[src/hw/radio_timing_wake_params.svh]
// offsets, field positions, reset values and timing counts of the timing and wake-up registers
`ifndef RADIO_TIMING_WAKE_PARAMS_SVH
`define RADIO_TIMING_WAKE_PARAMS_SVH

`define ADDR_W 10
`define OFF_TRANSITION_SPEED 10'h13A
`define OFF_RX_LOCK_WAIT 10'h13E
`define OFF_TX_LOCK_WAIT 10'h13F
`define OFF_AMP_TARGET 10'h307
`define OFF_WAKE_CFG_HIGH 10'h30C
`define OFF_WAKE_CFG_LOW 10'h30D
`define OFF_WAKE_RELOAD_HIGH 10'h30E
`define OFF_WAKE_RELOAD_LOW 10'h30F
`define OFF_MODE_CONTROL 10'h3F0
`define OFF_IRQ_STATUS 10'h3F1
`define OFF_IRQ_CLEAR 10'h3F2
`define OFF_IRQ_ENABLE 10'h3F3

`define RST_BYTE 8'h00
`define RST_AMP 6'h00
`define CODE_FAST 3'h1

`define BIT_MODE_CUSTOM_LOCK 0
`define BIT_MODE_RAMP 1
`define BIT_CFG_RC_EN 6
`define BIT_CFG_XTAL_EN 5
`define BIT_CFG_CLK_SEL 4
`define BIT_CFG_RAM_KEEP 3
`define BIT_CFG_ARM 0
`define IRQ_WAKE 0
`define IRQ_RX_LOCK 1
`define IRQ_TX_LOCK 2
`define IRQ_W 3

`define CLK_PERIOD_NS 10
`define LOCK_UNIT_NS 2000
`define RAMP_STEP_CYCLES_DEF 16

`endif

[src/hw/radio_timing_wake_pkg.sv]
// types shared by the timing and wake-up configuration block
package radio_timing_wake_pkg;
    typedef enum logic [1:0] {LOCK_IDLE, LOCK_WAIT} lock_state_t;
    typedef logic [7:0] byte_t;
endpackage : radio_timing_wake_pkg

[src/hw/radio_timing_wake_config.sv]
// timing, amplifier level and wake-up controller configuration registers
//
// Our own choice: the plain strobed port.
`timescale 1ns/1ps
`default_nettype none
`include "radio_timing_wake_params.svh"

// How it works
// [RULE1] transition code 1 gives fast transitions, codes 0 and 4 normal timing
// [RULE2] custom mode: receive lock waits rx count times 2 us after VCO calibration
// [RULE3] custom mode: transmit lock waits tx count times 2 us after VCO calibration
// [RULE4] entering sleep wipes every volatile register image; software reprograms after wake
// [RULE5] six-bit amplifier target, reset 0; ramping steps the drive toward it
// [RULE6] host writes high wake config before low; low write applies both
// [RULE7] low config bit 4 picks RC oscillator when 1, crystal when 0
// [RULE8] low config bit 3 keeps retention RAM powered during sleep
// [RULE9] low config bit 0 lets a timer timeout wake the device
// [RULE10] reload high byte is held pending until the low byte is written
// [RULE11] timer counts down reload value per tick, event at zero while enabled
// [RULE12] prescaler divides the 32.768 kHz clock by 1,4,8,16,128,1024,8192,65536
module radio_timing_wake_config
    import radio_timing_wake_pkg::*;
#(
    parameter int LOCK_UNIT_CYCLES = `LOCK_UNIT_NS / `CLK_PERIOD_NS,
    parameter int RAMP_STEP_CYCLES = `RAMP_STEP_CYCLES_DEF
) (
    input wire logic core_clk,
    input wire logic nrst,
    input wire logic [`ADDR_W-1:0] reg_addr,
    input wire logic [7:0] reg_wdata,
    input wire logic reg_wr,
    input wire logic reg_rd,
    output logic [7:0] reg_rdata,
    input wire logic sleep_state,
    input wire logic rx_vco_cal_done,
    input wire logic tx_vco_cal_done,
    input wire logic rc_osc_clk_in,
    input wire logic xtal_osc_clk_in,
    output logic fast_transition,
    output logic rx_synth_locked,
    output logic tx_synth_locked,
    output logic [5:0] amp_drive_level,
    output logic [3:0] rc_osc_coarse_trim,
    output logic rc_osc_enable,
    output logic crystal_osc_enable,
    output logic retention_ram_power_en,
    output logic wake_request,
    output logic irq
);

    // register images and applied state
    byte_t trans_speed_ff, rx_wait_ff, tx_wait_ff, mode_ff, cfg_high_ff, cfg_low_ff, reload_hi_ff;
    byte_t rdata_ff;
    logic [5:0] amp_level_ff, amp_drive_ff;
    logic [`IRQ_W-1:0] irq_stat_ff, irq_en_ff;
    logic fast_ff, irq_ff, sleep_prev_ff;
    logic [3:0] trim_ff;
    logic rc_en_ff, xtal_en_ff, clk_sel_ff, ram_keep_ff, arm_ff, ram_pwr_ff;
    logic [2:0] div_sel_ff;
    logic [15:0] reload_ff, timer_ff;
    logic [16:0] presc_ff;
    logic timeout_ff, wake_ff;
    lock_state_t lock_state_ff;
    logic lock_is_tx_ff, rx_lock_ff, tx_lock_ff;
    logic [15:0] unit_cnt_ff;
    logic [7:0] units_left_ff;
    logic [1:0] osc_s1_ff, osc_s2_ff, osc_prev_ff;

    // address decode
    wire logic wr_trans = reg_wr && (reg_addr == `OFF_TRANSITION_SPEED);
    wire logic wr_rx_wait = reg_wr && (reg_addr == `OFF_RX_LOCK_WAIT);
    wire logic wr_tx_wait = reg_wr && (reg_addr == `OFF_TX_LOCK_WAIT);
    wire logic wr_amp = reg_wr && (reg_addr == `OFF_AMP_TARGET);
    wire logic wr_cfg_high = reg_wr && (reg_addr == `OFF_WAKE_CFG_HIGH);
    wire logic wr_cfg_low = reg_wr && (reg_addr == `OFF_WAKE_CFG_LOW);
    wire logic wr_rel_high = reg_wr && (reg_addr == `OFF_WAKE_RELOAD_HIGH);
    wire logic wr_rel_low = reg_wr && (reg_addr == `OFF_WAKE_RELOAD_LOW);
    wire logic wr_mode = reg_wr && (reg_addr == `OFF_MODE_CONTROL);
    wire logic wr_irq_clr = reg_wr && (reg_addr == `OFF_IRQ_CLEAR);
    wire logic wr_irq_en = reg_wr && (reg_addr == `OFF_IRQ_ENABLE);
    wire logic sleep_entry = sleep_state && !sleep_prev_ff;
    wire logic custom_lock_wait_en = mode_ff[`BIT_MODE_CUSTOM_LOCK];
    wire logic ramp_en = mode_ff[`BIT_MODE_RAMP];

    // read mux: write-only registers and unmapped addresses read as zero
    wire byte_t rd_mux =
        (reg_addr == `OFF_TRANSITION_SPEED) ? trans_speed_ff :
        (reg_addr == `OFF_RX_LOCK_WAIT) ? rx_wait_ff :
        (reg_addr == `OFF_TX_LOCK_WAIT) ? tx_wait_ff :
        (reg_addr == `OFF_AMP_TARGET) ? {2'h0, amp_level_ff} :
        (reg_addr == `OFF_MODE_CONTROL) ? mode_ff :
        (reg_addr == `OFF_IRQ_STATUS) ? {5'h00, irq_stat_ff} :
        (reg_addr == `OFF_IRQ_ENABLE) ? {5'h00, irq_en_ff} : `RST_BYTE;

    // host read port, data valid only in the cycle after the strobe
    always_ff @(posedge core_clk) begin
        if (!nrst) begin
            rdata_ff <= `RST_BYTE;
        end else begin
            rdata_ff <= reg_rd ? rd_mux : `RST_BYTE;
        end
    end

    // timing, mode and interrupt enable registers outside the volatile space
    always_ff @(posedge core_clk) begin
        if (!nrst) begin
            trans_speed_ff <= `RST_BYTE;
            rx_wait_ff <= `RST_BYTE;
            tx_wait_ff <= `RST_BYTE;
            mode_ff <= `RST_BYTE;
            irq_en_ff <= '0;
        end else begin
            if (wr_trans) trans_speed_ff <= reg_wdata;
            if (wr_rx_wait) rx_wait_ff <= reg_wdata;
            if (wr_tx_wait) tx_wait_ff <= reg_wdata;
            if (wr_mode) mode_ff <= reg_wdata;
            if (wr_irq_en) irq_en_ff <= reg_wdata[`IRQ_W-1:0];
        end
    end

    // [RULE1] transition code decode
    always_ff @(posedge core_clk) begin
        if (!nrst) begin
            fast_ff <= 1'b0;
        end else begin
            fast_ff <= (trans_speed_ff[2:0] == `CODE_FAST);
        end
    end

    // [RULE4] [RULE5] [RULE10] volatile images, wiped on sleep entry
    always_ff @(posedge core_clk) begin
        if (!nrst) begin
            sleep_prev_ff <= 1'b0;
            amp_level_ff <= `RST_AMP;
            cfg_high_ff <= `RST_BYTE;
            cfg_low_ff <= `RST_BYTE;
            reload_hi_ff <= `RST_BYTE;
        end else begin
            sleep_prev_ff <= sleep_state;
            if (sleep_entry) begin
                amp_level_ff <= `RST_AMP;
                cfg_high_ff <= `RST_BYTE;
                cfg_low_ff <= `RST_BYTE;
                reload_hi_ff <= `RST_BYTE;
            end else begin
                if (wr_amp) amp_level_ff <= reg_wdata[5:0];
                if (wr_cfg_high) cfg_high_ff <= reg_wdata;
                if (wr_cfg_low) cfg_low_ff <= reg_wdata;
                if (wr_rel_high) reload_hi_ff <= reg_wdata;
            end
        end
    end

    // [RULE5] amplifier drive ramps one step per interval, or follows directly
    logic [15:0] ramp_cnt_ff;
    wire logic ramp_step = (ramp_cnt_ff == 16'(RAMP_STEP_CYCLES - 1));
    always_ff @(posedge core_clk) begin
        if (!nrst) begin
            ramp_cnt_ff <= '0;
            amp_drive_ff <= `RST_AMP;
        end else begin
            ramp_cnt_ff <= ramp_step ? '0 : ramp_cnt_ff + 16'h0001;
            if (!ramp_en) begin
                amp_drive_ff <= amp_level_ff;
            end else if (ramp_step && amp_drive_ff < amp_level_ff) begin
                amp_drive_ff <= amp_drive_ff + 6'h01;
            end else if (ramp_step && amp_drive_ff > amp_level_ff) begin
                amp_drive_ff <= amp_drive_ff - 6'h01;
            end
        end
    end

    // [RULE6] low write applies the high image written just before it
    always_ff @(posedge core_clk) begin
        if (!nrst) begin
            trim_ff <= 4'h0;
            div_sel_ff <= 3'h0;
            rc_en_ff <= 1'b0;
            xtal_en_ff <= 1'b0;
            clk_sel_ff <= 1'b0;
            ram_keep_ff <= 1'b0;
            arm_ff <= 1'b0;
        end else if (wr_cfg_low) begin
            trim_ff <= cfg_high_ff[6:3];
            div_sel_ff <= cfg_high_ff[2:0];
            rc_en_ff <= reg_wdata[`BIT_CFG_RC_EN];
            xtal_en_ff <= reg_wdata[`BIT_CFG_XTAL_EN];
            // [RULE7] timer clock source
            clk_sel_ff <= reg_wdata[`BIT_CFG_CLK_SEL];
            ram_keep_ff <= reg_wdata[`BIT_CFG_RAM_KEEP];
            arm_ff <= reg_wdata[`BIT_CFG_ARM];
        end
    end

    // [RULE8] retention RAM power gated only while asleep
    always_ff @(posedge core_clk) begin
        if (!nrst) begin
            ram_pwr_ff <= 1'b1;
        end else begin
            ram_pwr_ff <= !sleep_state || ram_keep_ff;
        end
    end

    // two-stage synchronisers for both 32.768 kHz oscillator inputs
    wire logic [1:0] osc_pins = {xtal_osc_clk_in, rc_osc_clk_in};
    genvar gi;
    generate
        for (gi = 0; gi < 2; gi++) begin : g_osc_sync
            always_ff @(posedge core_clk) begin
                if (!nrst) begin
                    osc_s1_ff[gi] <= 1'b0;
                    osc_s2_ff[gi] <= 1'b0;
                    osc_prev_ff[gi] <= 1'b0;
                end else begin
                    osc_s1_ff[gi] <= osc_pins[gi];
                    osc_s2_ff[gi] <= osc_s1_ff[gi];
                    osc_prev_ff[gi] <= osc_s2_ff[gi];
                end
            end
        end
    endgenerate

    // [RULE12] divider terminal value per prescaler code
    function automatic logic [16:0] div_last(input logic [2:0] sel);
        case (sel)
            3'h0: div_last = 17'h00000;
            3'h1: div_last = 17'h00003;
            3'h2: div_last = 17'h00007;
            3'h3: div_last = 17'h0000F;
            3'h4: div_last = 17'h0007F;
            3'h5: div_last = 17'h003FF;
            3'h6: div_last = 17'h01FFF;
            default: div_last = 17'h0FFFF;
        endcase
    endfunction : div_last

    // selected source edge and tick; unit runs while its oscillator is on
    wire logic [1:0] osc_rise = osc_s2_ff & ~osc_prev_ff;
    wire logic src_edge = clk_sel_ff ? osc_rise[0] : osc_rise[1];
    wire logic wake_unit_en = clk_sel_ff ? rc_en_ff : xtal_en_ff;
    wire logic presc_end = (presc_ff == div_last(div_sel_ff));
    wire logic tick = wake_unit_en && src_edge && presc_end;

    // [RULE12] prescaler counts source edges
    always_ff @(posedge core_clk) begin
        if (!nrst) begin
            presc_ff <= '0;
        end else if (wr_rel_low || !wake_unit_en) begin
            presc_ff <= '0;
        end else if (src_edge) begin
            presc_ff <= presc_end ? '0 : presc_ff + 17'h00001;
        end
    end

    // [RULE10] [RULE11] reload load, countdown and timeout event
    always_ff @(posedge core_clk) begin
        if (!nrst) begin
            reload_ff <= '0;
            timer_ff <= '0;
            timeout_ff <= 1'b0;
        end else begin
            timeout_ff <= tick && (timer_ff == 16'h0000);
            if (wr_rel_low) begin
                reload_ff <= {reload_hi_ff, reg_wdata};
                timer_ff <= {reload_hi_ff, reg_wdata};
            end else if (tick) begin
                timer_ff <= (timer_ff == 16'h0000) ? reload_ff : timer_ff - 16'h0001;
            end
        end
    end

    // [RULE9] timeout wakes the device only when armed
    always_ff @(posedge core_clk) begin
        if (!nrst) begin
            wake_ff <= 1'b0;
        end else begin
            wake_ff <= timeout_ff && arm_ff;
        end
    end

    // [RULE2] [RULE3] synthesizer lock wait after VCO calibration
    wire logic cal_req = rx_vco_cal_done || tx_vco_cal_done;
    wire byte_t req_count = tx_vco_cal_done ? tx_wait_ff : rx_wait_ff;
    wire logic unit_end = (unit_cnt_ff == 16'(LOCK_UNIT_CYCLES - 1));
    wire logic skip_wait = !custom_lock_wait_en || (req_count == 8'h00);
    wire logic wait_end = (lock_state_ff == LOCK_WAIT) && unit_end && (units_left_ff == 8'h01);
    always_ff @(posedge core_clk) begin
        if (!nrst) begin
            lock_state_ff <= LOCK_IDLE;
            lock_is_tx_ff <= 1'b0;
            unit_cnt_ff <= '0;
            units_left_ff <= '0;
            rx_lock_ff <= 1'b0;
            tx_lock_ff <= 1'b0;
        end else begin
            rx_lock_ff <= 1'b0;
            tx_lock_ff <= 1'b0;
            case (lock_state_ff)
                LOCK_IDLE: begin
                    unit_cnt_ff <= '0;
                    if (cal_req && skip_wait) begin
                        rx_lock_ff <= !tx_vco_cal_done;
                        tx_lock_ff <= tx_vco_cal_done;
                    end else if (cal_req) begin
                        lock_state_ff <= LOCK_WAIT;
                        lock_is_tx_ff <= tx_vco_cal_done;
                        units_left_ff <= req_count;
                    end
                end
                LOCK_WAIT: begin
                    unit_cnt_ff <= unit_end ? '0 : unit_cnt_ff + 16'h0001;
                    if (unit_end) units_left_ff <= units_left_ff - 8'h01;
                    if (wait_end) begin
                        lock_state_ff <= LOCK_IDLE;
                        rx_lock_ff <= !lock_is_tx_ff;
                        tx_lock_ff <= lock_is_tx_ff;
                    end
                end
                default: lock_state_ff <= LOCK_IDLE;
            endcase
        end
    end

    // sticky event flags; a set in the clearing cycle wins
    wire logic [`IRQ_W-1:0] irq_set = {tx_lock_ff, rx_lock_ff, timeout_ff};
    wire logic [`IRQ_W-1:0] irq_clr = wr_irq_clr ? reg_wdata[`IRQ_W-1:0] : '0;
    always_ff @(posedge core_clk) begin
        if (!nrst) begin
            irq_stat_ff <= '0;
            irq_ff <= 1'b0;
        end else begin
            irq_stat_ff <= (irq_stat_ff & ~irq_clr) | irq_set;
            irq_ff <= |(irq_stat_ff & irq_en_ff);
        end
    end

    // outputs straight from flip-flops
    assign reg_rdata = rdata_ff;
    assign fast_transition = fast_ff;
    assign rx_synth_locked = rx_lock_ff;
    assign tx_synth_locked = tx_lock_ff;
    assign amp_drive_level = amp_drive_ff;
    assign rc_osc_coarse_trim = trim_ff;
    assign rc_osc_enable = rc_en_ff;
    assign crystal_osc_enable = xtal_en_ff;
    assign retention_ram_power_en = ram_pwr_ff;
    assign wake_request = wake_ff;
    assign irq = irq_ff;

    // helper: cycles spent since the lock wait started
    logic [23:0] wait_cycles_ff;
    logic [23:0] wait_target_ff;
    always_ff @(posedge core_clk) begin
        if (!nrst) begin
            wait_cycles_ff <= '0;
            wait_target_ff <= '0;
        end else if (lock_state_ff == LOCK_IDLE) begin
            wait_cycles_ff <= 24'h000001;
            wait_target_ff <= 24'(req_count) * 24'(LOCK_UNIT_CYCLES);
        end else begin
            wait_cycles_ff <= wait_cycles_ff + 24'h000001;
        end
    end

    // checks on the logic above
    // [RULE1] fast code reaches the output
    AST_FAST_CODE: assert property (@(posedge core_clk) disable iff (!nrst) // [RULE1]
        wr_trans && reg_wdata[2:0] == `CODE_FAST |=> ##1 fast_ff)
        else $error("fast transition not decoded");
    // [RULE2] receive wait length
    AST_RX_WAIT: assert property (@(posedge core_clk) disable iff (!nrst) // [RULE2]
        rx_lock_ff && custom_lock_wait_en && $past(lock_state_ff == LOCK_WAIT)
        |-> wait_cycles_ff == wait_target_ff + 24'h000001)
        else $error("receive lock wait has wrong length");
    // [RULE3] transmit wait length
    AST_TX_WAIT: assert property (@(posedge core_clk) disable iff (!nrst) // [RULE3]
        tx_lock_ff && $past(lock_state_ff == LOCK_WAIT)
        |-> wait_cycles_ff == wait_target_ff + 24'h000001)
        else $error("transmit lock wait has wrong length");
    // [RULE4] sleep entry wipes amplifier target
    AST_SLEEP_WIPE: assert property (@(posedge core_clk) disable iff (!nrst) // [RULE4]
        sleep_entry |=> amp_level_ff == `RST_AMP && cfg_high_ff == `RST_BYTE)
        else $error("volatile settings survived sleep entry");
    // [RULE5] amplifier target stored
    AST_AMP_STORE: assert property (@(posedge core_clk) disable iff (!nrst) // [RULE5]
        wr_amp && !sleep_entry |=> amp_level_ff == $past(reg_wdata[5:0]))
        else $error("amplifier target not stored");
    // [RULE7] clock source applied on low write
    AST_CLK_SRC: assert property (@(posedge core_clk) disable iff (!nrst) // [RULE7]
        wr_cfg_low |=> clk_sel_ff == $past(reg_wdata[`BIT_CFG_CLK_SEL]))
        else $error("timer clock source not applied");
    // [RULE8] retention RAM unpowered in sleep without keep
    AST_RAM_OFF: assert property (@(posedge core_clk) disable iff (!nrst) // [RULE8]
        (sleep_state && !ram_keep_ff) [*2] |-> !ram_pwr_ff)
        else $error("retention RAM powered in sleep");
    // [RULE9] wake only from an armed timeout
    AST_ARM_GATE: assert property (@(posedge core_clk) disable iff (!nrst) // [RULE9]
        wake_ff |-> $past(timeout_ff) && $past(arm_ff))
        else $error("wake without armed timeout");
    // [RULE10] high byte alone leaves reload untouched
    AST_RELOAD_HOLD: assert property (@(posedge core_clk) disable iff (!nrst) // [RULE10]
        wr_rel_high |=> $stable(reload_ff))
        else $error("reload changed before low byte");
    // [RULE11] zero count on tick gives timeout and reload
    AST_TIMEOUT: assert property (@(posedge core_clk) disable iff (!nrst) // [RULE11]
        tick && timer_ff == 16'h0000 && !wr_rel_low |=> timeout_ff && timer_ff == reload_ff)
        else $error("timer zero without timeout");
    // [RULE12] ticks only at divider end
    AST_PRESCALE: assert property (@(posedge core_clk) disable iff (!nrst) // [RULE12]
        tick |-> presc_ff == div_last(div_sel_ff) && src_edge)
        else $error("tick off divider boundary");

    COV_CUSTOM_RX: cover property (@(posedge core_clk) disable iff (!nrst)
        rx_lock_ff && custom_lock_wait_en);
    COV_WAKE: cover property (@(posedge core_clk) disable iff (!nrst) wake_ff);
    COV_SLEEP: cover property (@(posedge core_clk) disable iff (!nrst) sleep_entry);
    COV_IRQ: cover property (@(posedge core_clk) disable iff (!nrst) irq_ff);

endmodule : radio_timing_wake_config
`default_nettype wire

[config.mk]
export PLATFORM = sky130hd
export DESIGN_NAME = radio_timing_wake_config
export DESIGN_NICKNAME = d
export VERILOG_FILES = /design/src/hw/radio_timing_wake_pkg.sv /design/src/hw/radio_timing_wake_config.sv
export VERILOG_INCLUDE_DIRS = /design/src /design/src/hw
export SDC_FILE = /design/constraint.sdc
export NUM_CORES = 1
export LEC_CHECK = 0
export BUFFER_PORTS_ARGS = -buffer_cell sky130_fd_sc_hd__clkbuf_2
export CORE_MARGIN = 1.5
export CORE_UTILIZATION = 25
export CTS_BUF_LIST = sky130_fd_sc_hd__clkbuf_8
export CTS_CLUSTER_SIZE = 25
export DETAILED_ROUTE_END_ITERATION = 6
export GPL_TIMING_DRIVEN = 0
export MAX_ROUTING_LAYER = met4
export PLACE_DENSITY_LB_ADDON = 0.2
export SLEW_MARGIN = 20
export SYNTH_ARGS = -nofsm -noshare
export SYNTH_HDL_FRONTEND = slang
export SYNTH_SLANG_ARGS = --single-unit
[constraint.sdc]
create_clock -name core_clk -period 3.7 [get_ports core_clk]
set_input_delay 0.37 -clock core_clk [delete_from_list [all_inputs] [get_ports core_clk]]
set_output_delay 0.37 -clock core_clk [all_outputs]
set_load 0.005 [all_outputs]
Yosys cells after proc, flatten, opt, wreduce, memory -nomap -nowiden. Cells that the tools add are included.

Flip-flop bits (word level): 191. Input bits: 27. Output and inout bits: 26. Word-level logic and storage cells: 166.

Add/subtract/negate cells: 7. $lt $le $gt $ge: 2. Equality and inequality tests: 29. Muxes and demuxes: 35. Bitwise logic cells: 8. Reductions and logical operators: 45.

Operators with widths (count): one-hot mux 16 bit (7 select lines) (1); == test 10 bit, second input constant (9); 2-to-1 mux 8 bit (9); 2-to-1 mux 16 bit (4); adder 16 x 1 -> 16 bit, second input constant (2); one-hot mux 16 bit (2 select lines) (1); == test 10 x 9 -> 1 bit, second input constant (3); logical AND 1 bit (21); 2-to-1 mux 6 bit (3); adder 17 x 1 -> 17 bit, second input constant (1); == test 17 bit (1); 2-to-1 mux 17 bit (1); == test 16 x 4 -> 1 bit, second input constant (1); == test 16 x 8 -> 1 bit, second input constant (1); logical NOT 16 bit (1); one-hot mux 8 bit (2 select lines) (1); subtractor 16 x 1 -> 16 bit, second input constant (1); == test 3 bit, second input constant (3); 2-to-1 mux 3 bit (3); == test 8 x 1 -> 1 bit, second input constant (1); logical NOT 8 bit (1); != test 2 bit, second input constant (4); subtractor 8 x 1 -> 8 bit, second input constant (1); adder 6 x 1 -> 6 bit, second input constant (1); other kinds (27) (51).

Longest topological paths before layout. Gate-level depths: netlist of the first run.

Depth after elaboration: 8. Depth in mapped cells: 13. Depth with buffers taken out: 13.

Least setup slack after synthesis of the first run. OpenSTA, ideal clock, no wires.

Path kind: register to register. From: reg amp_level_ff[2]. To: reg amp_drive_ff[5], in the netlist amp_drive_level[5]. Library setup time: 74 ps. Arrival: 3152 ps. Data required time: 3626 ps. Slack: 474 ps. Stages on the path, launching flop included: 14. Path buffers: 0. Clock period less this slack: 3226 ps. Cells stage by stage: dfxtp_1 > inv_1 > ha_1 > o21ai_0 > a21oi_1 > o41ai_1 > nand2_1 > ha_1 > a211oi_1 > o21bai_1 > a211o_1 > mux2_2 > or3_1 > a31oi_1.

Word-level cells in the longest chain between the ends: 4. Elaborated cells on any way between the ends: 7. Those cells by class: order compare (2); eq/ne (1); mux (2); reduce/logical (2).

RTL lines: start: declaration (RTL line radio_timing_wake_config.sv:54) `logic [5:0] amp_level_ff, amp_drive_ff;`; start signal: assignment (RTL line radio_timing_wake_config.sv:134) `` amp_level_ff <= `RST_AMP; ``; start signal: assignment (RTL line radio_timing_wake_config.sv:141) `` amp_level_ff <= `RST_AMP; ``; start signal: assignment (RTL line radio_timing_wake_config.sv:146) `if (wr_amp) amp_level_ff <= reg_wdata[5:0];`; less-than comparator 6 bit (RTL line radio_timing_wake_config.sv:165) `end else if (ramp_step && amp_drive_ff < amp_level_ff) begin`; logical AND 1 bit (RTL line radio_timing_wake_config.sv:165); 2-to-1 mux 6 bit (RTL line radio_timing_wake_config.sv:165); 2-to-1 mux 6 bit (RTL line radio_timing_wake_config.sv:163) `if (!ramp_en) begin`; end signal: assignment (RTL line radio_timing_wake_config.sv:164) `amp_drive_ff <= amp_level_ff;`; end signal: assignment (RTL line radio_timing_wake_config.sv:166) `amp_drive_ff <= amp_drive_ff + 6'h01;`; end signal: assignment (RTL line radio_timing_wake_config.sv:168) `amp_drive_ff <= amp_drive_ff - 6'h01;`; end: declaration (RTL line radio_timing_wake_config.sv:54).

Several ways; a longest one is shown, not always the timed one. A chain may end at the register's enable or synchronous reset.

Worst setup path after layout of the first run. Same ends and word-level chain as after synthesis.

==> flow_summary.yaml, run 1 <==
clocking:
  clkTransAtPathRegs_ps: 100
  cts_buffer_depth: 2
  clkSinkCount: 190
  root_buffer: "clkbuf_8"
  htree_num_levels: 4
  cts_made_buffers: 17
  cts_tree: "yes"
  clock_latency_ps: 470
sta:
  max_freq_mhz: 289
  holdWs_ps: 105
  slew_viol_final: 0
  setup_viol: 0
  finClkSkew_ps: 14.8
  grt_setup_unrepaired: "false"
  tightest_slew_ps: 1110
  period_needed_ps: 3460
  maxSlewHeadroom: 0.258
  min_period_over_period: 0.936
  tns_ps: 0
  hold_viol: 0
floorplanning:
  start_util: 0.255
  dieArea_um2: 36500
  core_area_um2: 34700
  num_rows: 68
  die_h_um: 191
  die_w_um: 191
  ioPinCount: 53
setup_path:
  reg2reg_slack_ps: 240
  r2r_start: "amp_level_ff[2]"
  crit_start: "amp_level_ff[2]"
  setup.worst_path.end_class: "flip-flop"
  crit_end: "amp_drive_level[5]"
  required_ps: 4100
  r2r_end: "amp_drive_level[5]"
  reg2reg_depth: 13
  start_kind: "flip-flop"
  path_class: "flip-flop to flip-flop"
  cp_max_fo: 5
  crit_arrival_ps: 3860
yosys:
  netlist_top_cells_area: "dfxtp_1 (43%), a21oi_1 (6.1%), mux2i_1 (5.2%)"
  synth_simple_gate_area_frac: 0.244
  synthCells: 1056
  synth_compound_area_frac: 0.149
  synthFlopType: "dfxtp_1"
  synth_top_area_share: 0.430
  ys_seq_area_frac: 0.430
  synth_xor_area_frac: 0.0564
  syn_area_um2: 8850
  synth.most_common_cell: "dfxtp_1"
  synth_commonest_cells: "dfxtp_1 (190), nand2_1 (118), nor2_1 (115), a21oi_1 (108), nand3_1 (78)"
  synth.area.mux_share: 0.0571
  async_reset_ff_frac: 0
  ys_warn_count: 0
  synth_cell_types: 63
  syn_avg_cell_area_um2: 8.38
  synth_top_family_by_area: "simple AND/OR/NAND/NOR gates"
  syn-num-nets: 1101
  ys_seq_elements: 190
  synth_fa_ha_area_frac: 0.0263
  synth_edf_count: 0
  yosysTopAreaCell: "dfxtp_1"
layout:
  fin_util: 0.291
  instances_no_fill: 1588
  drive_gt1_frac: 0.0919
  nets: 1164
  area_delta_synth_final_pct: 14.1
place:
  place_inst: 1555
  gp_congestion: 0.814
  dp_hpwl_mm: 19.0
  numPortBuffers: 44
route:
  antenna_left: 0
  post-route-drc-count: 3
  num_vias: 7606
  drtIter0Drc: 571
  drt_wl_total_mm: 26.4
  wl_per_cell_um: 16.6
  viasPerCell: 4.79
  first_pass_iters: 7
flow_run:
  drv_cap: 0
global_route:
  grt_max_degree: 18
  grt_usage: 0.151
  antenna_found_initial: 1
  overflow: 0
  first_global_vias: 7303
  grt_pass1_wl_mm: 41.6
power_and_ir_drop:
  power_frac_seq: 0.543
  combPwrFrac: 0.037
  p_int_mw: 2.86
  p_leak_nw: 3.45
  swShare: 0.246
  power_mw: 3.79
  p_per_area_nw_per_um2: 375
  net-switching-power_mw: 0.933
  clock_power_share: 0.420
  irDropWorstVdd_mv: 0.209
status:
  violations: "design-rule violations"
  status: "finished with violations"
min_path:
  hp-class: "input pin to flip-flop"
-- critical path: stages (launching register included) --
cell	delay, ps
dfxtp_1	390
inv_1	80
ha_1	290
o21ai_0	150
a21oi_1	70
o41ai_2	360
nand2_1	260
ha_1	350
a211oi_1	260
o21bai_1	140
a211o_1	300
mux2_2	280
or3_1	310
a31oi_1	150
-- what timing repair did --
action | CTS | global route
resized for setup | 1 | 0
hold buffers | 0 | 0
buffers inserted | 0 | 0
hold endpoints to repair | 0 | 0
setup endpoints to repair | 1 | 0
-- final cells by class --
cell class | count | area [um2]
fill | 3836 | 24600
buffer | 64 | 260
clock inverter | 14 | 204
multi-input combinational | 783 | 4720
timing repair buffer | 44 | 220
inverter | 19 | 71.3
tap | 455 | 569
clock buffer | 18 | 248
sequential | 190 | 3800
antenna | 1 | 2.50
-- how the worst min path moves through the flow --
stage / startpoint / endpoint / slack, ps / cells past startpoint
6_report: rc_osc_clk_in / osc_s1_ff[0] / 110 / 2
5_1_grt: rc_osc_clk_in / osc_s1_ff[0] / 100 / 2
4_1_cts: rc_osc_clk_in / osc_s1_ff[0] / 80 / 2
3_5_place_dp: osc_s1_ff[0] / osc_s2_ff[0] / 420 / 1
3_3_place_gp: osc_s1_ff[0] / osc_s2_ff[0] / 420 / 1
2_1_floorplan: osc_s1_ff[0] / osc_s2_ff[0] / 410 / 1
-- state kept, by name, summed over array words and instances (netlist names), 4 cells and up --
signal,cells
reg_rdata,8
mode_ff,8
cfg_high_ff,7
timer_ff,16
presc_ff,17
rx_wait_ff,8
reload_ff,16
amp_drive_level,6
units_left_ff,8
trans_speed_ff,8
tx_wait_ff,8
unit_cnt_ff,16
reload_hi_ff,8
rc_osc_coarse_trim,4
ramp_cnt_ff,16
amp_level_ff,6
-- power by group through the flow --
| stage | sequential, mW | combinational, mW | clock, mW |
|---|---|---|---|
| final | 2.06 | 0.142 | 1.59 |
| after global routing | 2.06 | 0.153 | 1.72 |
| after CTS | 2.06 | 0.142 | 1.64 |
| after detailed placement | 2.10 | 0.142 | 0 |
| after global placement | 2.10 | 0.142 | 0 |
| after floorplan | 2.10 | 0.0721 | 0 |
-- cells in the final DEF (no fill, tap or decap), types with 27 or more instances in the layout --
cell type / instances
dfxtp_1: 190
nand2_1: 118
nor2_1: 115
a21oi_1: 108
nand3_1: 78
clkbuf_1: 55
mux2i_1: 46
clkbuf_2: 44
o21ai_0: 37
xor2_1: 30
xnor2_1: 27
-- kinds of logic after synthesis --
| logic type | count (synthesis) |
|---|---|
| mux | 50 |
| compound gates | 214 |
| simple gates | 444 |
| xor+xnor | 57 |
| flops | 190 |
| buf+inv | 83 |
| fa+ha+maj | 18 |
-- metrics by stage --
stage                     instance area [um2]  setup slack, ps
after floorplan                          8850              474
after global placement                   9640             18.0
after detailed placement                 9640            -2.21
after CTS                               10100              219
after global routing                    10100             9.42
final                                   10100              236
-- routing by layer --
metal	vias to the layer above	track usage	part of all wire
li1	3865	-	-
met5	-	-	0
met1	3605	0.203	0.49
met3	17	0.0264	0.040
met4	0	0.0376	0.016
met2	119	0.236	0.45
Note: power is estimated with default switching activity, not from simulation.
==> run 2: changes to the inputs <==
- GPL_TIMING_DRIVEN: 0 -> unset
- PLACE_DENSITY: unset -> 0.4
- PLACE_DENSITY_LB_ADDON: 0.2 -> unset
==> run 2 against run 1 <==
Against the previous run:
- largest cell class unchanged
- sequential power about the same
- combinational power decreased by 6%
- the flow now finishes without violations
- wire length decreased by 3.6%
- total power decreased by 3.2%
- largest power group unchanged
- via count decreased by 2.2%
- critical path type unchanged
- critical path depth unchanged
- non-clock buffer count decreased by 37
- clock skew increased by 1.1 ps
==> flow_summary.yaml, run 2 (same netlist as run 1, synthesis figures left out) <==
sta:
  period_needed_ps: 3380
  setup_viol: 0
  tightest_slew_ps: 894
  grt_setup_unrepaired: "false"
  hold_viol: 0
  tns_ps: 0
  finClkSkew_ps: 15.9
  fin_ws_ps: 323
  slew_viol_final: 0
  max_freq_mhz: 296
  min_period_over_period: 0.913
  maxSlewHeadroom: 0.398
clocking:
  cts_setup_buffers: 0
  root_buffer: "clkbuf_8"
  cts_tree: "yes"
  clkTransAtPathRegs_ps: 110
  cts_buffer_depth: 2
  clock_latency_ps: 490
  clkSinkCount: 190
  ctsHoldBuffers: 0
  htree_num_levels: 4
  cts_made_buffers: 17
route:
  drt_wl_total_mm: 25.4
  viasPerCell: 4.80
  post-route-drc-count: 0
  num_vias: 7441
  drtIter0Drc: 497
  wl_per_cell_um: 16.4
  first_pass_iters: 5
  antenna_left: 0
setup_path:
  setup.worst_path.end_class: "flip-flop"
  path_cells: "inv_1 > ha_1 > o21ai_0 > a21oi_1 > o41ai_2 > nand2_1 > ha_1 > a211oi_1 > o21bai_1 > a211o_1 > mux2_2 > or3_1 > a31oi_1"
  path_buf_inv: 1
  crit_arrival_ps: 3810
  cp.depth: 13
  start_kind: "flip-flop"
  reg2reg_depth: 13
  cpPeakStageDelay_ps: 380
  required_ps: 4130
  cpMostUsedCell: "ha_1"
  critical-path-top-delay-family: "compound AO/OA/AOI/OAI gates"
  cp_max_fo: 4
  path_class: "flip-flop to flip-flop"
  crit_slowest_cell: "dfxtp_1"
global_route:
  first_global_vias: 7170
  antenna_found_initial: 1
  grt_usage: 0.148
  grt_max_degree: 81
  overflow: 0
  grt_pass1_wl_mm: 40.8
place:
  gp_congestion: 0.745
  numPortBuffers: 52
  dp_hpwl_mm: 17.1
  pre_cts_ws_ps: 99.4
  place_inst: 1518
layout:
  area_delta_synth_final_pct: 13.3
  largest_reg_flops: 17
  nets: 1127
  layout_commonest_cell: "dfxtp_1"
  drive_gt1_frac: 0.120
  fin_util: 0.289
  final_cell_mix: "dfxtp_1 (190), nand2_1 (118), nor2_1 (115)"
  regMostFlops: "presc_ff"
  instances_no_fill: 1551
  num-fill-cells: 3790
power_and_ir_drop:
  irDropWorstVdd_mv: 0.270
  p_per_area_nw_per_um2: 366
  p_leak_nw: 3.49
min_path:
  min_path_cells: 2
  hp-class: "input pin to flip-flop"
flow_run:
  drv_cap: 0
floorplanning:
  dieArea_um2: 36500
  die_h_um: 191
  start_util: 0.255
  ioPinCount: 53
  core_area_um2: 34700
  die_w_um: 191
  num_rows: 68
status:
  status: "completed"
==> run 2: where the power goes <==
part           internal (mW)  switching, mW  leakage (nW)  total (mW)
logic                 0.0352         0.0991          1.74       0.134
registers               2.05        0.00546          1.53        2.06
clock network          0.626          0.850         0.211        1.48
==> run 2: layer usage <==
metal | GRT usage | vias to the layer above | wire length, um
met5 | - | - | 0
met4 | 0.0361 | 0 | 220
met3 | 0.0294 | 13 | 779
met2 | 0.225 | 87 | 11300
met1 | 0.201 | 3548 | 13100
li1 | - | 3793 | -
==> run 2: final timing paths <==
| kind | startpoint | end | slack, ps |
|---|---|---|---|
| min | rc_osc_clk_in | osc_s1_ff[0] | 90 |
| max | amp_level_ff[2] | amp_drive_level[5] | 320 |
| min reg2reg | osc_s1_ff[0] | osc_s2_ff[0] | 450 |
| max reg2reg | amp_level_ff[2] | amp_drive_level[5] | 320 |
==> run 2: layout make-up <==
type	count	area, um2	share of cell area
multi-input cells	783	4750	0.473
flip-flops and latches	190	3800	0.379
well taps	455	569	0.0567
repair buffers	71	428	0.0427
clock buffers	17	234	0.0233
clock inverters	15	174	0.0173
inverters	19	71.3	0.00711
diodes	1	2.50	0.000249
==> run 2: what timing repair did <==
item	in CTS	in global routing
gates resized for setup	0	1
endpoints found under the hold margin	0	0
setup endpoints to repair	0	1
==> run 2: through the flow <==
step / hold slack [ps] / area (um2) / power [mW]
floorplan: 412 / 8850 / 2.18
global placement: 426 / 9610 / 2.24
detailed placement: 426 / 9610 / 2.24
CTS: 45.9 / 10000 / 3.75
global route: 49.2 / 10000 / 3.84
finish: 90.6 / 10000 / 3.67
==> run 2: worst register-to-register path: cells and delay by family, from the launching register on <==
family	cells	cell delay, ps
AO/OA/AOI/OAI	7	1440
AND/OR/NAND/NOR	2	530
multiplexers	1	260
adder cells (fa/ha/maj)	2	640
buffers and inverters	1	70
flip-flops	1	380
